[config.mk]
export PLATFORM = sky130hd
export DESIGN_NAME = system_watchdog_timer
export DESIGN_NICKNAME = d
export VERILOG_FILES = /design/src/wdt_pkg.sv /design/src/system_watchdog_timer.sv /design/src/wdt_irq_status.sv /design/src/wdt_sync2.sv
export VERILOG_INCLUDE_DIRS = /design/src
export SDC_FILE = /design/constraint.sdc
export NUM_CORES = 1
export LEC_CHECK = 0
export BUFFER_PORTS_ARGS = -buffer_cell sky130_fd_sc_hd__buf_2
export CAP_MARGIN = 20
export CORE_MARGIN = 5
export CORE_UTILIZATION = 41
export DETAILED_ROUTE_END_ITERATION = 10
export PLACE_DENSITY = 0.84
export SLEW_MARGIN = 20
export SYNTH_ARGS = -nofsm -noshare
export SYNTH_HDL_FRONTEND = slang
export SYNTH_SLANG_ARGS = --single-unit
[constraint.sdc]
create_clock -name ref_clk -period 2 [get_ports ref_clk]
set_input_delay 0.2 -clock ref_clk [delete_from_list [all_inputs] [get_ports ref_clk]]
set_output_delay 0.2 -clock ref_clk [all_outputs]
set_load 0.01 [all_outputs]
[src/wdt_regs.svh]
// register offsets, field positions, reset values and timing of the watchdog
// assumes a 16-bit register port with full 32-bit byte addresses
`ifndef WDT_REGS_SVH
`define WDT_REGS_SVH

// ----------------------------------------------------------------
// register offsets
// ----------------------------------------------------------------
`define WDT_COUNTER_OFS 32'h5000_3100
`define WDT_CONTROL_OFS 32'h5000_3102
`define WDT_STATUS_OFS 32'h5000_3104
`define WDT_MASK_OFS 32'h5000_3106
`define WDT_FRZ_SET_OFS 32'h5000_3108
`define WDT_FRZ_CLR_OFS 32'h5000_310A

// ----------------------------------------------------------------
// field positions
// ----------------------------------------------------------------
`define WDT_KEY_MSB 15
`define WDT_KEY_LSB 9
`define WDT_KEY_OPEN 7'h00
`define WDT_SIGN_BIT 8
`define WDT_MODE_BIT 0
`define WDT_FRZ_BIT 0
`define WDT_EVT_NMI_BIT 0
`define WDT_EVT_RST_BIT 1
`define WDT_EVT_COUNT 2

// ----------------------------------------------------------------
// reset values and count thresholds
// ----------------------------------------------------------------
`define WDT_COUNT_RESET 9'h0FF
`define WDT_COUNT_RELOAD 9'h0FF
`define WDT_COUNT_NMI 9'h000
`define WDT_COUNT_RST 9'h1F0
`define WDT_COUNT_STEP 9'h001
`define WDT_COUNT_WRAP 9'h1FF

// ----------------------------------------------------------------
// timing: one tick every 10.24 ms at a 25 ns clock
// ----------------------------------------------------------------
`define WDT_TICK_PERIOD_US 10240
`define WDT_CLK_PERIOD_NS 25
`define WDT_TICK_CYCLES ((`WDT_TICK_PERIOD_US * 1000) / `WDT_CLK_PERIOD_NS)

`endif

[src/wdt_pkg.sv]
// types shared by the watchdog modules
// assumes the offsets and fields of wdt_regs.svh
package wdt_pkg;

	typedef logic [8:0] count_t;
	typedef logic [15:0] reg_data_t;

	// one register port access
	typedef struct packed {
		logic [31:0] addr;
		reg_data_t wdata;
		logic wr;
		logic rd;
	} reg_req_s;

	// watchdog events, one bit each
	typedef struct packed {
		logic rst;
		logic nmi;
	} wdt_evt_s;

endpackage : wdt_pkg

[src/system_watchdog_timer.sv]
// software-serviced watchdog with keyed reload, nmi and system reset
// assumes tick is a one-cycle pulse on ref_clk every 10.24 ms and
// debug_halt comes from outside the clock domain
`timescale 1ns/1ps
`include "wdt_regs.svh"

// Contract
// - a counter write is taken only when its key bits 15:9 are all zero.
// - a taken write loads bits 8:0, sign bit included, into the counter.
// - a counter read returns the live count with the key bits as zero.
// - unless frozen the count falls by one on each 10.24 ms tick.
// - the count is 9 bits and with mode clear wraps from zero to 0x1FF, 0x1FE and on.
// - bit 8 reads one while the count is negative and is writable.
// - with mode clear, the count reaching zero raises the nmi.
// - with mode clear, the count at 0x1F0 gives a reset and reloads 0xFF.
// - with mode set, a count at or below zero resets and reloads 0xFF.
// - software can set mode but only a reset or soft reset clears it.
// - with mode clear software freezes and resumes; with mode set not.
// - the count is always frozen while the processor is halted.
module system_watchdog_timer
	import wdt_pkg::*;
(
	// clock and reset
	input wire logic ref_clk,
	input wire logic rst,
	// register port
	input wire reg_req_s bus_req,
	output reg_data_t rdata,
	// timing and system inputs
	input wire logic tick,
	input wire logic debug_halt,
	input wire logic soft_rst,
	// system outputs
	output logic nmi,
	output logic wdog_rst,
	output logic irq
);

	// ----------------------------------------------------------------
	// state
	// ----------------------------------------------------------------
	count_t count;
	count_t next_count;
	logic mode;
	logic next_mode;
	logic frz;
	logic next_frz;
	logic was_zero;
	logic next_was_zero;
	logic next_nmi;
	logic next_wdog_rst;
	reg_data_t next_rdata;

	logic halt_sync;
	logic wr_cnt;
	logic wr_ctl;
	logic wr_fset;
	logic wr_fclr;
	logic wr_stat;
	logic wr_mask;
	logic key_ok;
	logic freeze_eff;
	logic dec_ok;
	logic expire;
	logic nmi_hit;
	wdt_evt_s evt;
	logic [`WDT_EVT_COUNT-1:0] evt_status;
	logic [`WDT_EVT_COUNT-1:0] evt_mask;

	// ----------------------------------------------------------------
	// halt input crossing
	// ----------------------------------------------------------------
	wdt_sync2 u_halt_sync (
		.ref_clk(ref_clk),
		.rst(rst),
		.async_in(debug_halt),
		.sync_out(halt_sync)
	);

	// ----------------------------------------------------------------
	// address decode
	// ----------------------------------------------------------------
	always_comb begin
		wr_cnt = bus_req.wr && (bus_req.addr == `WDT_COUNTER_OFS);
		wr_ctl = bus_req.wr && (bus_req.addr == `WDT_CONTROL_OFS);
		wr_fset = bus_req.wr && (bus_req.addr == `WDT_FRZ_SET_OFS);
		wr_fclr = bus_req.wr && (bus_req.addr == `WDT_FRZ_CLR_OFS);
		wr_stat = bus_req.wr && (bus_req.addr == `WDT_STATUS_OFS);
		wr_mask = bus_req.wr && (bus_req.addr == `WDT_MASK_OFS);
	end

	assign key_ok =
		bus_req.wdata[`WDT_KEY_MSB:`WDT_KEY_LSB] == `WDT_KEY_OPEN;

	// ----------------------------------------------------------------
	// freeze, expiry and events
	// ----------------------------------------------------------------
	// freeze sources
	assign freeze_eff = halt_sync || (frz && !mode);
	assign dec_ok = tick && !freeze_eff;

	assign expire = mode
		? (count == `WDT_COUNT_NMI || count[`WDT_SIGN_BIT])
		: (count == `WDT_COUNT_RST);

	assign nmi_hit = !mode && (count == `WDT_COUNT_NMI) && !was_zero;

	// ----------------------------------------------------------------
	// next state
	// ----------------------------------------------------------------
	always_comb begin
		next_count = count;
		next_mode = mode;
		next_frz = frz;
		next_was_zero = (count == `WDT_COUNT_NMI);
		next_nmi = nmi_hit;
		next_wdog_rst = expire;
		if (expire) begin
			next_count = `WDT_COUNT_RELOAD;
		end else if (wr_cnt && key_ok) begin
			next_count = bus_req.wdata[`WDT_SIGN_BIT:0];
		end else if (dec_ok) begin
			next_count = count - `WDT_COUNT_STEP;
		end
		if (expire || soft_rst)
			next_mode = 1'b0;
		else if (wr_ctl && bus_req.wdata[`WDT_MODE_BIT])
			next_mode = 1'b1;
		if (expire || soft_rst)
			next_frz = 1'b0;
		else if (wr_fset && bus_req.wdata[`WDT_FRZ_BIT] && !mode)
			next_frz = 1'b1;
		else if (wr_fclr && bus_req.wdata[`WDT_FRZ_BIT])
			next_frz = 1'b0;
	end

	// ----------------------------------------------------------------
	// read data
	// ----------------------------------------------------------------
	always_comb begin
		next_rdata = '0;
		if (bus_req.rd) begin
			unique case (bus_req.addr)
				`WDT_COUNTER_OFS: next_rdata = {7'h00, count};
				`WDT_CONTROL_OFS: next_rdata = {15'h0000, mode};
				`WDT_STATUS_OFS: next_rdata = {14'h0000, evt_status};
				`WDT_MASK_OFS: next_rdata = {14'h0000, evt_mask};
				`WDT_FRZ_SET_OFS: next_rdata = {15'h0000, frz};
				default: next_rdata = '0;
			endcase
		end
	end

	// ----------------------------------------------------------------
	// registers
	// ----------------------------------------------------------------
	always_ff @(posedge ref_clk) begin
		if (rst) begin
			count <= `WDT_COUNT_RESET;
			mode <= 1'b0;
			frz <= 1'b0;
			was_zero <= 1'b0;
			nmi <= 1'b0;
			wdog_rst <= 1'b0;
			rdata <= '0;
		end else begin
			count <= next_count;
			mode <= next_mode;
			frz <= next_frz;
			was_zero <= next_was_zero;
			nmi <= next_nmi;
			wdog_rst <= next_wdog_rst;
			rdata <= next_rdata;
		end
	end

	// ----------------------------------------------------------------
	// event status and interrupt
	// ----------------------------------------------------------------
	always_comb begin
		evt.nmi = nmi;
		evt.rst = wdog_rst;
	end

	wdt_irq_status #(
		.N(`WDT_EVT_COUNT)
	) u_irq (
		.ref_clk(ref_clk),
		.rst(rst),
		.evt(evt),
		.wr_status(wr_stat),
		.wr_mask(wr_mask),
		.wdata(bus_req.wdata[`WDT_EVT_COUNT-1:0]),
		.status(evt_status),
		.mask(evt_mask),
		.irq(irq)
	);

	// ----------------------------------------------------------------
	// checks
	// ----------------------------------------------------------------
	a_key_reject: assert property (
		@(posedge ref_clk) disable iff (rst)
		wr_cnt && !key_ok && !expire && !dec_ok |=> $stable(count)
	) else $error("counter changed on a locked write");

	a_key_accept: assert property (
		@(posedge ref_clk) disable iff (rst)
		wr_cnt && key_ok && !expire
		|=> count == $past(bus_req.wdata[8:0])
	) else $error("keyed write did not load the counter");

	a_read_live: assert property (
		@(posedge ref_clk) disable iff (rst)
		bus_req.rd && bus_req.addr == `WDT_COUNTER_OFS
		|=> rdata == {7'h00, $past(count)}
	) else $error("counter read is not the live count");

	a_tick_dec: assert property (
		@(posedge ref_clk) disable iff (rst)
		dec_ok && !wr_cnt && !expire
		|=> count == $past(count) - 9'h001
	) else $error("counter did not fall by one on a tick");

	a_no_tick: assert property (
		@(posedge ref_clk) disable iff (rst)
		!tick && !wr_cnt && !expire |=> $stable(count)
	) else $error("counter moved without a tick");

	a_wrap_zero: assert property (
		@(posedge ref_clk) disable iff (rst)
		count == 9'h000 && !mode && dec_ok && !wr_cnt
		|=> count == 9'h1FF && rdata[8] == 1'b0
	) else $error("counter did not wrap to 1FF");

	a_sign_read: assert property (
		@(posedge ref_clk) disable iff (rst)
		bus_req.rd && bus_req.addr == `WDT_COUNTER_OFS && count[8]
		|=> rdata[8] && rdata[15:9] == 7'h00
	) else $error("negative count read without sign bit");

	a_nmi_zero: assert property (
		@(posedge ref_clk) disable iff (rst)
		!mode && count == 9'h000 && !was_zero
		|=> nmi ##1 !nmi
	) else $error("nmi not a single pulse at zero");

	a_rst_reload: assert property (
		@(posedge ref_clk) disable iff (rst)
		!mode && count == 9'h1F0 |=> wdog_rst && count == 9'h0FF
	) else $error("no reset and reload at minus sixteen");

	a_mode1_rst: assert property (
		@(posedge ref_clk) disable iff (rst)
		mode && (count == 9'h000 || count[8])
		|=> wdog_rst && !nmi && count == 9'h0FF && !mode
	) else $error("mode one expiry did not reset directly");

	a_mode_sticky: assert property (
		@(posedge ref_clk) disable iff (rst)
		mode && !expire && !soft_rst |=> mode
	) else $error("mode bit cleared without a reset");

	a_soft_freeze: assert property (
		@(posedge ref_clk) disable iff (rst)
		frz && !mode && !wr_cnt && !expire |=> $stable(count)
	) else $error("counter moved while frozen by software");

	a_mode1_runs: assert property (
		@(posedge ref_clk) disable iff (rst)
		mode && frz && !halt_sync && tick && !wr_cnt && !expire
		|=> count == $past(count) - 9'h001
	) else $error("software freeze acted with mode set");

	a_halt_freeze: assert property (
		@(posedge ref_clk) disable iff (rst)
		halt_sync && !wr_cnt && !expire |=> $stable(count)
	) else $error("counter moved while halted");

endmodule : system_watchdog_timer

[src/wdt_irq_status.sv]
// sticky event status with write-one-to-clear, mask and level interrupt
// assumes events are one-cycle pulses on the same clock
`timescale 1ns/1ps

module wdt_irq_status #(
	parameter int N = 2
) (
	// clock and reset
	input wire logic ref_clk,
	input wire logic rst,
	// events and register writes
	input wire logic [N-1:0] evt,
	input wire logic wr_status,
	input wire logic wr_mask,
	input wire logic [N-1:0] wdata,
	// state and interrupt
	output logic [N-1:0] status,
	output logic [N-1:0] mask,
	output logic irq
);

	logic [N-1:0] next_status;
	logic [N-1:0] next_mask;

	// a new event wins over a clear in the same cycle
	for (genvar i = 0; i < N; i++) begin : g_bit
		always_comb begin
			next_status[i] = status[i];
			if (wr_status && wdata[i])
				next_status[i] = 1'b0;
			if (evt[i])
				next_status[i] = 1'b1;
			next_mask[i] = wr_mask ? wdata[i] : mask[i];
		end
	end

	always_ff @(posedge ref_clk) begin
		if (rst) begin
			status <= '0;
			mask <= '0;
		end else begin
			status <= next_status;
			mask <= next_mask;
		end
	end

	assign irq = |(status & mask);

endmodule : wdt_irq_status

[src/wdt_sync2.sv]
// two-flop synchroniser for a level from outside the clock domain
// assumes the level is stable for well over two clock periods
`timescale 1ns/1ps

module wdt_sync2 (
	// clock and reset
	input wire logic ref_clk,
	input wire logic rst,
	// level in and out
	input wire logic async_in,
	output logic sync_out
);

	logic meta;
	logic next_meta;
	logic next_sync_out;

	always_comb begin
		next_meta = async_in;
		next_sync_out = meta;
	end

	always_ff @(posedge ref_clk) begin
		if (rst) begin
			meta <= 1'b0;
			sync_out <= 1'b0;
		end else begin
			meta <= next_meta;
			sync_out <= next_sync_out;
		end
	end

endmodule : wdt_sync2

# ---- Yosys cells after proc, flatten, opt, wreduce, memory -nomap -nowiden
# Index checks and enable logic that the tools add are counted.
dict set report op_classes {
  addsub 1
  n_eq_ne 7
  mux 10
  bitwise 2
  n_reduce_logical 33
}
# op n
set op_table {}
lappend op_table {{$eq A32 B31 Y1 const B} 6}
lappend op_table {{$pmux W9 S5} 1}
lappend op_table {{$mux W9} 2}
lappend op_table {{$logic_and A1 B1 Y1} 17}
lappend op_table {{$eq A9 B9 Y1 const B} 1}
lappend op_table {{$logic_not A9 Y1} 1}
lappend op_table {{$sub A9 B1 Y9 const B} 1}
lappend op_table {{$reduce_bool A2 Y1} 4}
lappend op_table {{$reduce_or A2 Y1} 4}
lappend op_table {{$logic_not A7 Y1} 1}
lappend op_table {{$mux W1} 7}
lappend op_table {{$logic_not A1 Y1} 3}
lappend op_table {{$logic_or A1 B1 Y1} 3}
lappend op_table {{$and A2 B2 Y2} 1}
lappend op_table {{$not A1 Y1} 1}
dict set report word_totals {
  regBits 36
  in_bits 55
}

# ---- Longest topological paths before layout
dict set report logic_depth {
  depth_word 7
  depth_mapped 7
  mapped_depth_nobuf 7
}

# ---- Cells and area by module
# Synthesis repeated with hierarchy kept, for this count alone.
dict set report hier_totals {
  cells_unflattened 162
  hier_area_um2 1497.7
}
# module instances cells_per_inst area_per_inst_um2 seq_area_each_um2
set by_module_without_submodules {}
lappend by_module_without_submodules {system_watchdog_timer 1 143 1283.7 460.4}
lappend by_module_without_submodules {wdt_irq_status 1 15 161.4 80.1}
lappend by_module_without_submodules {wdt_sync2 1 4 52.6 40.0}

# ---- Least setup slack after synthesis
# OpenSTA, ideal clock, no wires.
dict set report synth_timing {
  kind {input port to flip-flop}
  from {input port bus_req[27] in the netlist's numbering}
  to {register count[0]}
  t_arrival_ps 1933
  required_time_ps 1865
  setup_slack_ps -67
  cell_stages 6
  n_path_buf 1
  path_cell_list {or4b_4 or4_1 or4_1 buf_6 mux2i_1 nand2_1}
}
dict set report synth_via {
  elab_chain_len 4
  word_cells_on_any_way 5
  classes_between {1 x eq/ne; 1 x mux; 3 x reduce/logical}
}
# element line_no
set synth_rtl {}
lappend synth_rtl {{start: declaration} system_watchdog_timer.sv:27} ;# input wire reg_req_s bus_req,
lappend synth_rtl {{$eq A32 B31 Y1 *} -}
lappend synth_rtl {{$logic_and A1 B1 Y1 *} system_watchdog_timer.sv:84} ;# wr_cnt = bus_req.wr && (bus_req.addr == `WDT_COUNTER_OFS);
lappend synth_rtl {{$logic_and A1 B1 Y1 *} system_watchdog_timer.sv:120} ;# end else if (wr_cnt && key_ok) begin
lappend synth_rtl {{$mux W9 / $reduce_bool A2 Y1 (equally long branches)} -}
lappend synth_rtl {{end signal: assignment} system_watchdog_timer.sv:159} ;# count <= `WDT_COUNT_RESET;
lappend synth_rtl {{end signal: assignment} system_watchdog_timer.sv:167} ;# count <= next_count;
lappend synth_rtl {{end: declaration} system_watchdog_timer.sv:42} ;# count_t count;
# Mark *: on every way between the ends. The rest lies on a longest branch, timed or not.
# A chain may end at the register's enable or synchronous reset.

# ---- Final worst setup path
dict set report layout_timing {
  from {input port bus_req[28] in the netlist's numbering}
  to {register count[3]}
}
# The elaborated chain is that of the path after synthesis.

==> results by group <==
Timing
  – Tmin final: a little under 2 ns
  – RSZ-0062 raised after global routing: yes
  – F_max: roughly 0.5 GHz
  – Clk_skew: ~0.0063 ns
  – Crit share post-route: 97.8%
  – Worst setup margin: about 0.045 ns
  – Final Hold Viols: 0
  – Hold Worst Slack: around 0.13 ns
  – Slew Viols, Final: 0
  – Final setup fails: 0

Final layout
  – Area Overhead vs Synth: 31.3%
  – Final Instance Area: 1980 um2
  – Final non-filler cell total: 288
  – Fill cells: 365
  – Layout cells sized above 1: a little over a third
  – Number of diodes: 0
  – Post-layout nets: just under 300

CTS
  – Clk sinks: 29
  – H-tree levels: 2
  – Later-pin clock latency in the skew report: 0.28 ns
  – Maximum root-to-sink buffer count: 2
  – CTS tree: done
  – Clock-pin slew on the worst setup and hold paths: around 0.060 ns
  – Root buf cell: clkbuf_8
  – CTS Buf Count: 5

Logic synthesis
  – Ys flop type: dfxtp_1
  – Post-synthesis adder-cell area fraction: between 1.5 and 2%
  – Synth unique cells: 42
  – Syn Area/Cell: 8.97 um2
  – Most frequent cells after synthesis: 29 x dfxtp_1, 15 x nand2_1, 13 x mux2i_1
  – Post-Synth Simple-Gate Area: around a third
  – Number of synthesized flops with an enable pin: 0
  – XOR/XNOR share of the synthesized area: 4.65%
  – Synthesized area: between 1500 and 2000 um2
  – Leading area contributor after synthesis: dfxtp_1
  – Seq cells post-synth: 29
  – Top-area cell type share of the netlist area: between 30% and 40%
  – Post-synthesis cell count: 168
  – Async SR Flop Fraction: 0%
  – Combinational family with the most area after synthesis: simple AND/OR/NAND/NOR gates
  – Seq/Total Area, Yosys: 38.5%
  – Synth Warn #: 0
  – Count leader, synth: dfxtp_1
  – Synth top area cells: dfxtp_1 39%, mux2i_1 8.6%, xnor2_1 4.1%, nand2_1 3.7%, buf_4 3.5%
  – Post-synthesis compound-gate area fraction: roughly 7%
  – Post-synthesis mux area share: 9.39%

Critical path
  – Maximum fanout along the worst path: 5
  – Slowest CP cell: or4b_4
  – Peak per-stage delay on the critical path: about 0.53 ns
  – Cells along the critical path: buf_6, or4b_4, or4_4, or4_4, buf_4, mux2i_1, nand2_1
  – Worst Path Arrival: between 2 and 2.5 ns
  – Critical path startpoint category: primary input
  – Req. time, crit path: 2.18 ns
  – Most used cell, CP: or4_4
  – Worst reg-to-reg setup slack: 0.26 ns
  – CP bufs+invs: 2
  – Kind of cell adding the most delay to the critical path: simple AND/OR/NAND/NOR gates
  – WS Path Type: in2reg
  – Crit end category: flop

Power
  – Peak VDD IR: ~0.0005 V
  – Power Density: roughly 600 nW/um2
  – P_leak: about 0.00093 uW
  – Power Total: about 1200 uW

Die
  – Core footprint: between 3000 and 4000 um2
  – Number of core rows: 22
  – Area of the die: 4990 um2
  – Die X: about 71 um
  – Height of the die: roughly 71 um
  – Initial Utilization: a little over two fifths
  – Ports: between 70 and 80

Route
  – DRT Pass-1 Iters: 4
  – Drt first-iter violations: 43
  – DRT antenna net count: 0
  – Drt drc: 0
  – DR vias/cell: approximately 5.0
  – Final wirelength: between 3000 and 4000 um
  – Vias: between 1000 and 1500
  – Drt wl/cell: 12.6 um

Placed design
  – Placed Area: roughly 1900 um2
  – Buffers on Ports: 66
  – Post-DP HPWL: 2860 um
  – Pre-CTS setup slack: -0.265 ns
  – Routability cong.: 0.765
  – Cell total after placement: about 280

Flow run
  – Max-cap violations: 0

Min path
  – Worst min path class: in2reg

GRT
  – Largest net degree at the start of global routing: 11
  – GRT overflow: 0
  – Initial antenna violation count: 0
  – First-pass GRT wire length: ~6100 um
  – Gr usage total: ~15%
  – Vias in the first global route: ~1400

Status
  – Outcome: finished, final reports clean
## through the flow
| step | util (%) | TNS [ns] |
|---|---|---|
| 5_1_grt | 54.9 | -0.00974 |
| 4_1_cts | 54.1 | 0 |
| 2_1_floorplan | - | -0.592 |
| 3_3_place_gp | 51.8 | -2.01 |
| 6_report | 54.9 | 0 |
| 3_5_place_dp | 51.8 | -2.25 |
## routing by layer
layer  track usage, %  up-vias  part of all wire [%]
met3             5.54        6                   5.7
met1             17.9      677                    42
met2             25.1       38                    51
li1                 -      731                     -
met4             6.05        0                   1.6
met5                0        -                     0
## sequential cells by signal (all words and copies together), names as in the netlist, 2 cells and up
name          cells
count             9
u_irq.mask        2
rdata             9
u_irq.status      2
## path summary, 6_finish.rpt
path,from,to,cells past startpoint
min reg2reg,was_zero$_SDFF_PP0_,nmi$_SDFF_PP0_,1
max reg2reg,count[0]$_SDFFE_PP1P_,frz$_SDFFE_PP0P_,7
max,bus_req[28],count[3]$_SDFFE_PP1P_,7
min,debug_halt,u_halt_sync.meta$_SDFF_PP0_,2
## layout by cell type (no fill, tap or decap), types with 2 or more instances in the layout
| cell type | count |
|---|---|
| nor3_1 | 9 |
| a21oi_1 | 2 |
| mux2i_1 | 12 |
| and2_1 | 7 |
| xnor2_1 | 7 |
| or4_4 | 2 |
| inv_1 | 4 |
| nor2b_1 | 5 |
| or3_1 | 2 |
| nor4_1 | 6 |
| dfxtp_1 | 29 |
| nand2_1 | 15 |
| nor4b_1 | 3 |
| clkinv_2 | 2 |
| a41o_1 | 2 |
| and3_1 | 2 |
| buf_2 | 65 |
| nor2_1 | 9 |
| o21ai_0 | 2 |
| nand3_1 | 5 |
| conb_1 | 7 |
| nand4b_1 | 2 |
| nand4_1 | 4 |
| buf_4 | 4 |
| ha_1 | 2 |
| buf_6 | 2 |
| clkbuf_8 | 5 |
| nor3b_1 | 5 |
## area by class of cell
type | instances | area (um2) | area share, %
clock buffers | 6 | 72.6 | 3.67
clock inverters | 2 | 10.0 | 0.506
inverters | 4 | 15.0 | 0.759
multi-input cells | 128 | 862 | 43.6
flip-flops and latches | 29 | 581 | 29.3
well taps | 48 | 60.1 | 3.04
repair buffers | 71 | 378 | 19.1
## worst reg2reg max path, stage by stage, from the launching register on
cell and delay [ns]:
dfxtp_1 0.43, inv_1 0.09, ha_1 0.19, nor3b_1 0.17, a21oi_1 0.15, nor2_1 0.07, or3_1 0.38, nor3_1 0.18
## power breakdown
group	internal, uW	total, uW	switching [uW]
Sequential	584	591	6.73
Clock	240	454	214
Combinational	64.2	121	56.5
## what timing repair did
item	in CTS	in global routing
buffers inserted	0	0
hold buffers	0	0
resized for setup	0	7
setup endpoints to repair	0	7
## cell families after synthesis
group | count (synthesis)
fa+ha+maj | 2
simple gates | 83
other cells | 1
compound gates | 14
mux | 14
buf+inv | 17
flops | 29
xor+xnor | 8
Power figures use the tool's default switching activity.
